$ cat config.mk
export PLATFORM = sky130hd
export DESIGN_NAME = zcd_control
export DESIGN_NICKNAME = d
export VERILOG_FILES = /design/src/core/zcd_pkg.sv /design/src/core/zcd_control.sv
export SDC_FILE = /design/constraint.sdc
export NUM_CORES = 1
export LEC_CHECK = 0
export ABC_AREA = 1
export BUFFER_PORTS_ARGS = -buffer_cell sky130_fd_sc_hd__buf_2
export CAP_MARGIN = 15
export CELL_PAD_IN_SITES_DETAIL_PLACEMENT = 1
export CELL_PAD_IN_SITES_GLOBAL_PLACEMENT = 1
export CORE_MARGIN = 2
export CORE_UTILIZATION = 36
export CTS_CLUSTER_SIZE = 25
export DETAILED_ROUTE_END_ITERATION = 8
export PLACE_DENSITY_LB_ADDON = 0.1
export SYNTH_ARGS = -nofsm -noshare
export SYNTH_HDL_FRONTEND = slang
export SYNTH_SLANG_ARGS = --single-unit
$ cat constraint.sdc
create_clock -name clk -period 1.1 [get_ports clk]
set_input_delay 0.11 -clock clk [delete_from_list [all_inputs] [get_ports clk]]
set_output_delay 0.11 -clock clk [all_outputs]
set_load 0.05 [all_outputs]
$ cat src/core/zcd_pkg.sv
// constants and types shared by the zero-cross detector control block
package zcd_pkg;
   // register map, offsets are byte-independent word indices
   localparam logic [3:0] ADDR_CONTROL = 4'h0;
   localparam logic [3:0] ADDR_STATUS = 4'h1;
   localparam logic [3:0] ADDR_MASK = 4'h2;
   localparam logic [3:0] ADDR_MODULE_DISABLE = 4'h3;
   // control register field positions
   localparam int BIT_ENABLE = 7;
   localparam int BIT_LEVEL = 5;
   localparam int BIT_INVERT = 4;
   localparam int BIT_RISE = 1;
   localparam int BIT_FALL = 0;
   // status and module disable register field positions
   localparam int BIT_ST_CROSS = 0;
   localparam int BIT_ST_POLCHG = 1;
   localparam int BIT_MD_DISABLE = 0;
   // reset values
   localparam logic [7:0] CONTROL_RESET = 8'h00;
   localparam logic [1:0] STATUS_RESET = 2'h0;
   localparam logic [1:0] MASK_RESET = 2'h0;
   localparam logic SYNC_RESET = 1'b0;
   // what an unmapped read returns
   localparam logic [7:0] UNMAPPED_READ = 8'h00;

   typedef struct packed {
      logic enable;
      logic invert;
      logic rise_en;
      logic fall_en;
      logic module_disable;
      logic [1:0] status;
      logic [1:0] mask;
      logic sync1;
      logic sync2;
      logic out_prev;
      logic fuse_seen;
      logic [7:0] rdata;
      logic irq;
      logic drive_en;
      logic level_out;
   } zcd_state_type;
endpackage : zcd_pkg

$ cat src/core/zcd_control.sv
// control, status and interrupt logic of the zero-cross detector
//
// Summary of operation
// - source, sink and interrupts keep running in sleep
// - fuse clear: detector active right after power-on
// - fuse set: inactive until software sets enable
// - fuse clear: enabled regardless of enable bit
// - module disable bit works only when fuse set
// - enable one: detector owns pin, sources/sinks
// - enable zero: pin released to normal routing
// - level bit shows sink one unless inverted
// - invert bit inverts detector logic output
// - rising edge sets flag when rise enabled
// - falling edge sets flag when fall enabled
// - bits 6,3,2 read zero, ignore writes
// - reset clears invert and edge enables
// - changing the invert bit sets the invert event status bit
// - edge during clear keeps the flag set
//
// The placing of the registers and the strobed register port were left to the implementer.
`timescale 1ns/1ps
module zcd_control
   import zcd_pkg::*;
(
   // clock and reset
   input wire logic clk,
   input wire logic rstn,
   // configuration fuse and sleep
   input wire logic poweron_default_off_fuse,
   input wire logic sleep_mode,
   // register port
   input wire logic [3:0] addr,
   input wire logic [7:0] wdata,
   input wire logic wr_stb,
   input wire logic rd_stb,
   output logic [7:0] rdata,
   // analog stage
   input wire logic sink_active,
   output logic detector_active,
   output logic detector_logic_output,
   // interrupt
   output logic irq
);
   zcd_state_type state_reg, state_next;
   logic active;
   logic level;
   logic wr_ctl;
   logic invert_changed;
   logic rise_event;
   logic fall_event;

   // fuse clear forces the detector on; module disable only counts when fuse set
   always_comb begin
      active = !poweron_default_off_fuse
               || (state_reg.enable && !state_reg.module_disable);
   end

   always_comb begin
      state_next = state_reg;
      level = state_reg.sync2 ^ state_reg.invert;
      wr_ctl = wr_stb && (addr == ADDR_CONTROL);
      invert_changed = wr_ctl && (wdata[BIT_INVERT] != state_reg.invert);
      // edges count only once the fuse is seen and the detector is on
      rise_event = active && state_reg.fuse_seen && state_reg.rise_en
                   && level && !state_reg.out_prev;
      fall_event = active && state_reg.fuse_seen && state_reg.fall_en
                   && !level && state_reg.out_prev;

      // fuse sampled one cycle after reset release
      state_next.fuse_seen = 1'b1;
      if (!state_reg.fuse_seen) begin
         state_next.enable = !poweron_default_off_fuse;
      end

      // sleep does not gate the synchroniser or flag logic
      state_next.sync1 = sink_active;
      state_next.sync2 = state_reg.sync1;
      state_next.out_prev = level;

      if (wr_ctl) begin
         // only implemented bits are stored
         state_next.enable = wdata[BIT_ENABLE];
         state_next.invert = wdata[BIT_INVERT];
         state_next.rise_en = wdata[BIT_RISE];
         state_next.fall_en = wdata[BIT_FALL];
      end
      if (wr_stb && addr == ADDR_MASK) begin
         state_next.mask = wdata[1:0];
      end
      if (wr_stb && addr == ADDR_MODULE_DISABLE) begin
         state_next.module_disable = wdata[BIT_MD_DISABLE];
      end
      // write-one-to-clear first, then sets override it
      if (wr_stb && addr == ADDR_STATUS) begin
         state_next.status = state_reg.status & ~wdata[1:0];
      end
      // a set after the clear keeps an edge that meets a clear write
      if (rise_event) begin
         state_next.status[BIT_ST_CROSS] = 1'b1;
      end
      if (fall_event) begin
         state_next.status[BIT_ST_CROSS] = 1'b1;
      end
      if (invert_changed) begin
         state_next.status[BIT_ST_POLCHG] = 1'b1;
      end

      state_next.rdata = UNMAPPED_READ;
      if (rd_stb) begin
         unique case (addr)
            ADDR_CONTROL: state_next.rdata = {active, 1'b0, level, state_reg.invert,
                                              2'b00, state_reg.rise_en,
                                              state_reg.fall_en};
            ADDR_STATUS: state_next.rdata = {6'h00, state_reg.status};
            ADDR_MASK: state_next.rdata = {6'h00, state_reg.mask};
            ADDR_MODULE_DISABLE: state_next.rdata = {7'h00, state_reg.module_disable};
            default: state_next.rdata = UNMAPPED_READ;
         endcase
      end

      state_next.irq = |(state_next.status & state_next.mask);
      state_next.drive_en = active && state_reg.fuse_seen;
      state_next.level_out = level;
   end

   always_ff @(posedge clk or negedge rstn) begin
      if (!rstn) begin
         state_reg.enable <= 1'b0;
         state_reg.invert <= CONTROL_RESET[BIT_INVERT];
         state_reg.rise_en <= CONTROL_RESET[BIT_RISE];
         state_reg.fall_en <= CONTROL_RESET[BIT_FALL];
         state_reg.module_disable <= 1'b0;
         state_reg.status <= STATUS_RESET;
         state_reg.mask <= MASK_RESET;
         state_reg.sync1 <= SYNC_RESET;
         state_reg.sync2 <= SYNC_RESET;
         state_reg.out_prev <= SYNC_RESET;
         state_reg.fuse_seen <= 1'b0;
         state_reg.rdata <= UNMAPPED_READ;
         state_reg.irq <= 1'b0;
         state_reg.drive_en <= 1'b0;
         state_reg.level_out <= 1'b0;
      end else begin
         state_reg <= state_next;
      end
   end

   assign rdata = state_reg.rdata;
   assign irq = state_reg.irq;
   assign detector_active = state_reg.drive_en;
   assign detector_logic_output = state_reg.level_out;

   // sleep is observed only so that nothing depends on it
   logic sleep_unused;
   assign sleep_unused = sleep_mode;

   AST_FUSE_CLEAR_ACTIVE: assert property (@(posedge clk) disable iff (!rstn)
      $past(state_reg.fuse_seen) && !$past(poweron_default_off_fuse) |-> detector_active)
      else $error("detector off with fuse clear");
   AST_FUSE_SET_IDLE: assert property (@(posedge clk) disable iff (!rstn)
      poweron_default_off_fuse && !state_reg.enable |=> !detector_active)
      else $error("detector on without enable");
   AST_MODULE_DISABLE: assert property (@(posedge clk) disable iff (!rstn)
      poweron_default_off_fuse && state_reg.module_disable |=> !detector_active)
      else $error("module disable ignored");
   AST_RISE_SETS: assert property (@(posedge clk) disable iff (!rstn)
      active && state_reg.fuse_seen && state_reg.rise_en && level && !state_reg.out_prev
      |=> state_reg.status[BIT_ST_CROSS])
      else $error("rising edge lost");
   AST_FALL_SETS: assert property (@(posedge clk) disable iff (!rstn)
      active && state_reg.fuse_seen && state_reg.fall_en && !level && state_reg.out_prev
      |=> state_reg.status[BIT_ST_CROSS])
      else $error("falling edge lost");
   AST_NO_EDGE_KEEP: assert property (@(posedge clk) disable iff (!rstn)
      !state_reg.rise_en && !state_reg.fall_en && !state_reg.status[BIT_ST_CROSS]
      && !(wr_stb && addr == ADDR_STATUS) |=> !state_reg.status[BIT_ST_CROSS])
      else $error("flag set with edges disabled");
   AST_INVERT_EVENT: assert property (@(posedge clk) disable iff (!rstn)
      invert_changed |=> state_reg.status[BIT_ST_POLCHG])
      else $error("invert change gave no event");
   AST_FLAG_STICKY: assert property (@(posedge clk) disable iff (!rstn)
      state_reg.status[BIT_ST_CROSS] && !(wr_stb && addr == ADDR_STATUS)
      |=> state_reg.status[BIT_ST_CROSS])
      else $error("flag cleared by hardware");
   AST_UNIMPL_ZERO: assert property (@(posedge clk) disable iff (!rstn)
      rd_stb && addr == ADDR_CONTROL |=> rdata[6] == 1'b0 && rdata[3:2] == 2'b00)
      else $error("unimplemented bits read nonzero");
   AST_SYNC_LATENCY: assert property (@(posedge clk) disable iff (!rstn)
      state_reg.fuse_seen |-> ##2 (state_reg.sync2 == $past(sink_active, 2)))
      else $error("synchroniser latency wrong");


   // enable and pin ownership
   AST_DRIVE_LATE: assert property (@(posedge clk) disable iff (!rstn)
      !state_reg.fuse_seen |=> !detector_active)
      else $error("pin driven before fuse sampled");

   AST_DRIVE_OWN: assert property (@(posedge clk) disable iff (!rstn)
      state_reg.fuse_seen && state_reg.enable && !state_reg.module_disable |=> detector_active)
      else $error("enabled detector not driving pin");

   AST_DRIVE_RELEASE: assert property (@(posedge clk) disable iff (!rstn)
      detector_active |-> $past(active))
      else $error("pin held while detector off");

   AST_MD_IGNORED: assert property (@(posedge clk) disable iff (!rstn)
      !poweron_default_off_fuse && state_reg.module_disable && state_reg.fuse_seen
      |=> detector_active)
      else $error("module disable acted with fuse clear");

   AST_ENABLE_IGNORED: assert property (@(posedge clk) disable iff (!rstn)
      !poweron_default_off_fuse && !state_reg.enable && state_reg.fuse_seen |=> detector_active)
      else $error("enable bit acted with fuse clear");

   AST_MD_WRITE: assert property (@(posedge clk) disable iff (!rstn)
      wr_stb && addr == ADDR_MODULE_DISABLE && wdata[BIT_MD_DISABLE] |=> state_reg.module_disable)
      else $error("module disable write lost");

   AST_MD_READ: assert property (@(posedge clk) disable iff (!rstn)
      rd_stb && addr == ADDR_MODULE_DISABLE |=> rdata[0] == $past(state_reg.module_disable))
      else $error("module disable read wrong");

   // logic level and polarity
   AST_LEVEL_READ: assert property (@(posedge clk) disable iff (!rstn)
      rd_stb && addr == ADDR_CONTROL |=> rdata[BIT_LEVEL] == $past(level))
      else $error("level bit read wrong");

   AST_INVERT_OUT: assert property (@(posedge clk) disable iff (!rstn)
      state_reg.fuse_seen |-> detector_logic_output == $past(level))
      else $error("logic output not polarity adjusted");

   AST_INVERT_READ: assert property (@(posedge clk) disable iff (!rstn)
      rd_stb && addr == ADDR_CONTROL |=> rdata[BIT_INVERT] == $past(state_reg.invert))
      else $error("invert bit read wrong");

   AST_ENABLE_READ: assert property (@(posedge clk) disable iff (!rstn)
      rd_stb && addr == ADDR_CONTROL |=> rdata[BIT_ENABLE] == $past(active))
      else $error("enable bit read wrong");

   AST_INVERT_WRITE: assert property (@(posedge clk) disable iff (!rstn)
      wr_ctl && wdata[BIT_INVERT] |=> state_reg.invert)
      else $error("invert write lost");

   AST_INVERT_WR_OFF: assert property (@(posedge clk) disable iff (!rstn)
      wr_ctl && !wdata[BIT_INVERT] |=> !state_reg.invert)
      else $error("invert clear lost");

   AST_INVERT_QUIET: assert property (@(posedge clk) disable iff (!rstn)
      !invert_changed |=> state_reg.invert == $past(state_reg.invert))
      else $error("invert moved without a write");

   // edge flagging
   AST_RISE_DISABLED: assert property (@(posedge clk) disable iff (!rstn)
      !state_reg.rise_en && level && !state_reg.out_prev && !state_reg.status[BIT_ST_CROSS]
      |=> !state_reg.status[BIT_ST_CROSS])
      else $error("rising edge flagged while disabled");

   AST_FALL_DISABLED: assert property (@(posedge clk) disable iff (!rstn)
      !state_reg.fall_en && !level && state_reg.out_prev && !state_reg.status[BIT_ST_CROSS]
      |=> !state_reg.status[BIT_ST_CROSS])
      else $error("falling edge flagged while disabled");

   AST_INACTIVE_NO_FLAG: assert property (@(posedge clk) disable iff (!rstn)
      !active && !state_reg.status[BIT_ST_CROSS] |=> !state_reg.status[BIT_ST_CROSS])
      else $error("edge flagged while detector off");

   AST_SLEEP_RISE: assert property (@(posedge clk) disable iff (!rstn)
      sleep_mode && rise_event |=> state_reg.status[BIT_ST_CROSS])
      else $error("rising edge lost in sleep");

   AST_SLEEP_FALL: assert property (@(posedge clk) disable iff (!rstn)
      sleep_mode && fall_event |=> state_reg.status[BIT_ST_CROSS])
      else $error("falling edge lost in sleep");

   AST_SYNC_FIRST: assert property (@(posedge clk) disable iff (!rstn)
      state_reg.fuse_seen |=> state_reg.sync1 == $past(sink_active))
      else $error("first sync stage wrong");

   AST_SYNC_SECOND: assert property (@(posedge clk) disable iff (!rstn)
      state_reg.fuse_seen |=> state_reg.sync2 == $past(state_reg.sync1))
      else $error("second sync stage wrong");

   // a slow analog edge must not flag twice
   AST_ONE_EVENT: assert property (@(posedge clk) disable iff (!rstn)
      rise_event |=> !rise_event)
      else $error("one transition gave two events");

   AST_CTRL_RISE_WR: assert property (@(posedge clk) disable iff (!rstn)
      wr_ctl && wdata[BIT_RISE] |=> state_reg.rise_en)
      else $error("rise enable write lost");

   AST_RISE_WR_OFF: assert property (@(posedge clk) disable iff (!rstn)
      wr_ctl && !wdata[BIT_RISE] |=> !state_reg.rise_en)
      else $error("rise enable clear lost");

   AST_FALL_WR_ON: assert property (@(posedge clk) disable iff (!rstn)
      wr_ctl && wdata[BIT_FALL] |=> state_reg.fall_en)
      else $error("fall enable write lost");

   AST_CTRL_FALL_WR: assert property (@(posedge clk) disable iff (!rstn)
      wr_ctl && !wdata[BIT_FALL] |=> !state_reg.fall_en)
      else $error("fall enable clear lost");

   // status and interrupt
   AST_SET_WINS: assert property (@(posedge clk) disable iff (!rstn)
      (rise_event || fall_event) && wr_stb && addr == ADDR_STATUS && wdata[BIT_ST_CROSS]
      |=> state_reg.status[BIT_ST_CROSS])
      else $error("edge lost against clear");

   AST_CLEAR_WORKS: assert property (@(posedge clk) disable iff (!rstn)
      wr_stb && addr == ADDR_STATUS && wdata[BIT_ST_CROSS] && !rise_event && !fall_event
      |=> !state_reg.status[BIT_ST_CROSS])
      else $error("flag clear ignored");

   AST_POLCHG_STICKY: assert property (@(posedge clk) disable iff (!rstn)
      state_reg.status[BIT_ST_POLCHG] && !(wr_stb && addr == ADDR_STATUS)
      |=> state_reg.status[BIT_ST_POLCHG])
      else $error("invert event dropped by hardware");

   AST_POLCHG_CLEAR: assert property (@(posedge clk) disable iff (!rstn)
      wr_stb && addr == ADDR_STATUS && wdata[BIT_ST_POLCHG] |=> !state_reg.status[BIT_ST_POLCHG])
      else $error("invert event clear ignored");

   AST_STATUS_READ: assert property (@(posedge clk) disable iff (!rstn)
      rd_stb && addr == ADDR_STATUS |=> rdata[1:0] == $past(state_reg.status))
      else $error("status read wrong");

   AST_MASK_READ: assert property (@(posedge clk) disable iff (!rstn)
      rd_stb && addr == ADDR_MASK |=> rdata[1:0] == $past(state_reg.mask))
      else $error("mask read wrong");

   // irq is registered from the next state, so it tracks status and mask
   AST_IRQ_MATCH: assert property (@(posedge clk) disable iff (!rstn)
      irq == |(state_reg.status & state_reg.mask))
      else $error("irq disagrees with status and mask");

   AST_RDATA_IDLE: assert property (@(posedge clk) disable iff (!rstn)
      !rd_stb |=> rdata == UNMAPPED_READ)
      else $error("read data outside read cycle");

   COV_SET_WINS: cover property (@(posedge clk) disable iff (!rstn)
      (rise_event || fall_event) && wr_stb && addr == ADDR_STATUS);
   COV_RISE: cover property (@(posedge clk) disable iff (!rstn)
      state_reg.rise_en && level && !state_reg.out_prev);
   COV_SET_CLEAR: cover property (@(posedge clk) disable iff (!rstn)
      wr_stb && addr == ADDR_STATUS && state_next.status[BIT_ST_CROSS]);
   COV_INVERT: cover property (@(posedge clk) disable iff (!rstn) invert_changed);
   COV_IRQ: cover property (@(posedge clk) disable iff (!rstn) irq);
endmodule : zcd_control

==> results.md, run 1 <==
* Buf/Inv on CP at 1
* Synth Area in XOR/XNOR at 0.914%
* Final WS setup at -0.0264 ps
* Initial antenna violation count at 0
* Crit path largest cell delay at between 400 and 500 ps
* Hold Path Depth at 3
* Initial core utilization at 38.3%
* PwrDens at 1680 nW/µm²
* Std-Cell Core Area at 2500 µm²
* CP max stage cell: dfrtp_1
* Die height at 55.6 µm
* Worst Skew at between 15 and 20 ps
* Post-Syn Instances at 107
* Failing checks: negative setup slack
* Final ANT Viol Nets at 0
* Top area cells in the synthesized netlist: dfrtp_1, nand2_1, buf_4
* H-tree levels at 1
* Routed vias at approximately 760
* GRT overflow at 0
* Min-delay src: wdata[7]
* Largest family of logic cells by synthesized area: simple AND/OR/NAND/NOR gates
* R2R setup slack at -0.03 ps
* Area share of the largest cell type after synthesis at 52.2%
* Post-DP Area at 1090 µm²
* Synth Warn # at 0
* Peak VDD IR at 842 µV
* R2R depth at 8
* CTS tree: yes
* Post-layout min period at 1100 ps
* Simple-Gate Fraction of Synth Area at between 20% and 30%
* GP Congestion at about 0.79
* Die area at about 3100 µm²
* Max-cap viol count at 0
* Class of the most critical setup path: flip-flop to flip-flop
* Multiplexer share of the synthesized area at 0%
* DPL Wire Length at ~1.4 mm
* Synth area leader: dfrtp_1
* Fillers at approximately 310
* Final layout net count at 155
* Final slew viol count at 0
* # IOs at 30
* Startpoint types: flip-flop
* CTS Buf Count at 3
* Drc violations at 0
* Crit-path most repeated cell: nand2_1
* Vias in the first global route at 793
* Worst hold slack at 14.5 ps
* Final Cell Area at 1220 µm²
* Clk Latency, worst-skew pair at 310 ps
* Post-synthesis register bit count at 20
* Hold crit path type: input port to flip-flop
* Largest net degree at the start of global routing at 21
* First-pass GRT wire length at 3.39 mm
* CTS sink count at 20
* Asr flop ratio synth at 100%
* Synth cell types at 22
* Clock slew seen by the registers of the worst setup and hold paths at 130 ps
* Final Hold Violating Endpoints at 0
* Share of layout cells above drive strength 1 at 37.8%
* Most frequent cells after synthesis: nand2_1, dfrtp_1, inv_1
* First-pass DRT Iterations at 3
* Pre-CTS setup slack at 12.2 ps
* Sequential area share after synthesis at a little over half
* Dominant synthesized flop cell: dfrtp_1
* GRT Total Usage at 14.0%
* Post-Syn Area at around 960 µm²
* Vias per cell at 4.60
* Reg2Reg Launch Point: state_reg[22]
* PortBufs at 21
* WP data arrival at 1300 ps
* Number of flops mapped to enable cells by yosys at 0
* Final setup viols at 1
* Leak at 0.645 nW
* Hold worst-path end: state_reg[23]
* Largest register FFs at 11
* Chip Width at 55.6 µm
* Drt total wl at 2.05 mm
* Post-synthesis compound-gate area fraction at 6.66%
* Highest clock rate at 0.909 GHz
* Cell Rows at 18
* Delay-heaviest family, CP: flip-flops
* Root cell of the clock tree: clkbuf_4
* CP Max Fanout at 4
* Syn Area/Cell at approximately 9 µm²
* Critical-path cell list: inv_2 > nand2_1 > nand3_1 > nand2_1 > nand3_2 > nand2_2 > nand2_1 > nand2_1
* Wire length per cell at 12.4 µm
* CTS max path bufs at 2
* Synth-to-layout area growth at 27.0%
* Fin crit share at 100%
* Setup TNS Final at -0.0264 ps
* Most common cell in the netlist: nand2_1
* RSZ-0062 raised after global routing: yes
* ANT cells at 0
* Critical Path RT at 1300 ps
* Worst Setup End Kind: flip-flop
* Initial DRC count at 17
* Reg-to-Reg End: irq
* Status: complete, but fails checks
* Adder-cell share of the synthesized area at 0%
## where the power goes
| part | internal [mW] | leakage, nW | switching, mW |
|---|---|---|---|
| clock | 0.368 | 0.0279 | 0.240 |
| sequential | 0.834 | 0.249 | 0.0685 |
| combinational | 0.203 | 0.368 | 0.327 |
## how the worst max path moves through the flow
stage / startpoint / endpoint / slack, ps / depth (start not counted)
final: state_reg[22] / irq / -0.03 / 8
after global routing: state_reg[22] / irq / -90 / 8
after CTS: state_reg[22] / irq / -4 / 6
after detailed placement: state_reg[19] / irq / 10 / 7
after global placement: state_reg[22] / irq / 0.06 / 8
after floorplan: detector_logic_output / irq / 50 / 6
## tightest hold or removal path, delay by kind of cell
family	cells	cell delay [ps]
and+or+nand+nor	1	40
AOI/OAI and AO/OA	1	70
buffers and inverters	1	80
## layer usage
layer  GRT usage (%)  up-vias  routed length [µm]
met5               0        -                   0
met4            6.27        0                  10
met3            2.33        2                  74
met2            24.3       15                1020
met1            16.8      364                 946
li1                -      378                   -
## metrics by stage
stage                     power (mW)  cells  util, %
final                           2.04    165     48.7
after global routing            2.15    165     48.7
after CTS                       2.01    163     47.1
after detailed placement        1.36    156     43.5
after global placement          1.35    156     43.5
after floorplan                 1.20    109        -
## cells by family (layout without fill, tap and decap cells)
| kind of cell | after synthesis | after routing |
|---|---|---|
| compound gates | 12 | 12 |
| xor+xnor | 1 | 1 |
| buf+inv | 23 | 49 |
| flops | 20 | 20 |
| other cells | 2 | 4 |
| simple gates | 49 | 49 |
## timing repair
| action | 4_1_cts | 5_1_grt |
|---|---|---|
| hold buffers | 2 | 0 |
| hold endpoints to repair | 21 | 0 |
| setup buffers | 1 | 2 |
| resized for setup | 5 | 5 |
| endpoints found under the setup margin | 2 | 1 |
| pin swaps | 2 | 4 |
## cells in the final DEF, fill, tap and decap left out, types with 3 or more instances in the layout
cell | netlist | layout
o21ai_0 | 5 | 5
nand4_1 | 3 | 3
conb_1 | 2 | 4
buf_2 | 0 | 20
inv_1 | 12 | 11
buf_4 | 9 | 8
nand3_1 | 7 | 5
nand2_2 | 2 | 4
nand3_2 | 1 | 3
nand2_1 | 24 | 22
o21ai_1 | 5 | 5
dfrtp_1 | 20 | 20
nor2_1 | 7 | 6
clkbuf_4 | 0 | 3
## layout make-up
type	count	area, µm²	share of cell area, %
Sequential cell	20	500	41.1
Inverter	13	48.8	4.01
Clock inverter	1	30.0	2.47
Clock buffer	3	22.5	1.85
Tap cell	30	37.5	3.08
Multi-Input combinational cell	66	367	30.1
Timing Repair Buffer	32	211	17.4
Note: power is estimated with default switching activity, not from simulation.
==> inputs of run 2 (changes only) <==
Settings changed: BUFFER_PORTS_ARGS -buffer_cell sky130_fd_sc_hd__buf_2 to unset, CORE_UTILIZATION 36 to 44, DONT_BUFFER_PORTS set to 1.
==> run 2 against run 1 <==
The run still ends with negative setup slack left. Combinational power is 28% lower. Register-to-register slack worse by 20 ps. Sequential share of layout area is 3.0 points higher. First-iteration DRC count is 94% lower. Highest routed layer unchanged. Core utilization is 8.0 points higher. Sequential cell count stayed put. Largest cell class unchanged.
==> results.md, run 2 (synthesis gave the netlist of run 1 again) <==
* Status: complete, but fails checks (unchanged)
* Failing checks: negative setup slack (unchanged)
* Critical-path cell list: inv_2 > nand2_1 > nand3_2 > nand2_1 > nand3_1 > nand2_1 > nand2_1 > nand2_1 (was inv_2 > nand2_1 > nand3_1 > nand2_1 > nand3_2 > nand2_2 > nand2_1 > nand2_1)
* PortBufs at 0 (was 21)
* Vias in the first global route at 729 (was 793)
* H-tree levels at 1 (unchanged)
* Cell Rows at 16 (was 18)
* Drc violations at 0 (unchanged)
* Largest register FFs at 11 (unchanged)
* PwrDens at 1740 nW/µm² (was 1680 nW/µm²)
* Final layout net count at 139 (was 155)
* Initial antenna violation count at 0 (unchanged)
* Die height at 50.7 µm (was 55.6 µm)
* Fin crit share at 102% (was 100%)
* Share of layout cells above drive strength 1 at 22.7% (was 37.8%)
* Worst hold slack at 6.16 ps (was 14.5 ps)
* Total power at 1.97 mW (was 2.04 mW)
* Critical Path RT at 1300 ps (about the same)
* CTS tree: yes (unchanged)
* CTS Buf Count at 3 (unchanged)
* First-pass DRT Iterations at 4 (was 3)
* First-pass GRT wire length at 3.33 mm (was 3.39 mm)
* GRT Total Usage at 17.8% (was 14.0%)
* Die area at 2570 µm² (was 3090 µm²)
* Drt total wl at 2.03 mm (was 2.05 mm)
* Wire length per cell at 13.9 µm (was 12.4 µm)
* ANT cells at 0 (unchanged)
* RSZ-0062 raised after global routing: yes (unchanged)
* Class of the most critical setup path: flip-flop to flip-flop (unchanged)
* Crit-path most repeated cell: nand2_1 (unchanged)
* Post-layout min period at 1120 ps (was 1100 ps)
* Most frequent cells in the layout: nand2_1, dfrtp_1, inv_1 (was nand2_1, dfrtp_1, buf_2)
* Max-cap viol count at 0 (unchanged)
* GP Congestion at 0.775 (was 0.786)
* Synth-to-layout area growth at 18.4% (was 27.0%)
* CP max stage cell: dfrtp_1 (unchanged)
* Clock slew seen by the registers of the worst setup and hold paths at 130 ps (about the same)
* WP data arrival at 1320 ps (was 1300 ps)
* Routed vias at 699 (was 759)
* CP Max Fanout at 4 (unchanged)
* Fillers at 234 (was 306)
* Leak at 0.565 nW (was 0.645 nW)
* Final Hold Violating Endpoints at 0 (unchanged)
* Initial DRC count at 1 (was 17)
* Final ANT Viol Nets at 0 (unchanged)
* Startpoint types: flip-flop (unchanged)
* Highest clock rate at 0.894 GHz (was 0.909 GHz)
* Vias per cell at 4.79 (was 4.60)
* Root cell of the clock tree: clkbuf_4 (unchanged)
* Crit path largest cell delay at 430 ps (was 440 ps)
* Worst Setup End Kind: flip-flop (unchanged)
* Final slew viol count at 0 (unchanged)
* Actual slew at the worst max-slew pin at 891 ps
* Initial core utilization at 47.9% (was 38.3%)
* Worst Skew at 12.2 ps (was 16.4 ps)
* DPL Wire Length at 1.39 mm (was 1.42 mm)
* Final setup viols at 1 (unchanged)
* CTS sink count at 20 (unchanged)
* R2R setup slack at -20 ps (was -0.03 ps)
* Std-Cell Core Area at 2000 µm² (was 2500 µm²)
* GRT overflow at 0 (unchanged)
* # IOs at 30 (unchanged)
* Commonest non-fill, non-tap cell in the layout: nand2_1 (unchanged)
* Final WS setup at -18.3 ps (was -0.0264 ps)
* Largest net degree at the start of global routing at 21 (unchanged)
* Peak VDD IR at 1280 µV (was 842 µV)
* Clk Latency, worst-skew pair at 310 ps (about the same)
* Hold crit path type: input port to flip-flop (unchanged)
* Chip Width at 50.7 µm (was 55.6 µm)
* Worst slew margin at 40.4%
* CTS max path bufs at 2 (unchanged)
## run 2: final timing paths
kind,to,startpoint,cells after the start
setup reg to reg,irq,state_reg[22],8
max in group asynchronous,state_reg[15],rstn,1
hold reg to reg,state_reg[13],state_next[13],0
hold / removal,state_reg[23],poweron_default_off_fuse,3
setup / recovery,irq,state_reg[22],8
min in group asynchronous,detector_active,rstn,1
## run 2: per-stage QoR
step | instances | area, µm² | setup WS, ps | TNS, ps | util, %
final | 146 | 1130 | -18.3 | -18.3 | 56.7
after global routing | 146 | 1130 | -90.7 | -90.7 | 56.7
after CTS | 145 | 1120 | 6.37 | 0 | 55.9
after detailed placement | 130 | 951 | -20.2 | -20.2 | 47.5
after global placement | 130 | 951 | 9.72 | 0 | 47.5
after floorplan | 109 | 966 | 53.8 | 0 | -
## run 2: metal layers
metal  track usage (%)  wire (µm)
met1              21.6        873
met2              31.4       1060
met3              3.87         73
met4              5.41         18
met5                 0          0
## run 2: area by class of cell
cell class                      instances  area (µm²)  share of cell area, %
Sequential cell                        20         500                   44.1
Tap cell                               27        33.8                   2.98
Multi-Input combinational cell         66         357                   31.4
Clock buffer                            3        22.5                   1.98
Timing Repair Buffer                   16         143                   12.6
Inverter                               13        48.8                   4.30
Clock inverter                          1        30.0                   2.65
## run 2: power breakdown
group          switching, mW  leakage [nW]  internal [mW]
Sequential             0.140         0.249          0.834
Clock                  0.244        0.0279          0.368
Combinational          0.222         0.288          0.163
## run 2: worst max-delay path, delay by kind of cell, from the launching register on
kind | cells | cell delay [ps]
flip-flops | 1 | 430
AND/OR/NAND/NOR | 7 | 460
buffers and inverters | 1 | 110
## run 2: what timing repair did
item	in CTS	in global routing
resized for setup	5	2
endpoints found under the setup margin	1	1
hold buffers	9	0
cloned	0	0
setup buffers	2	1
endpoints found under the hold margin	30	0
pin swaps	1	2
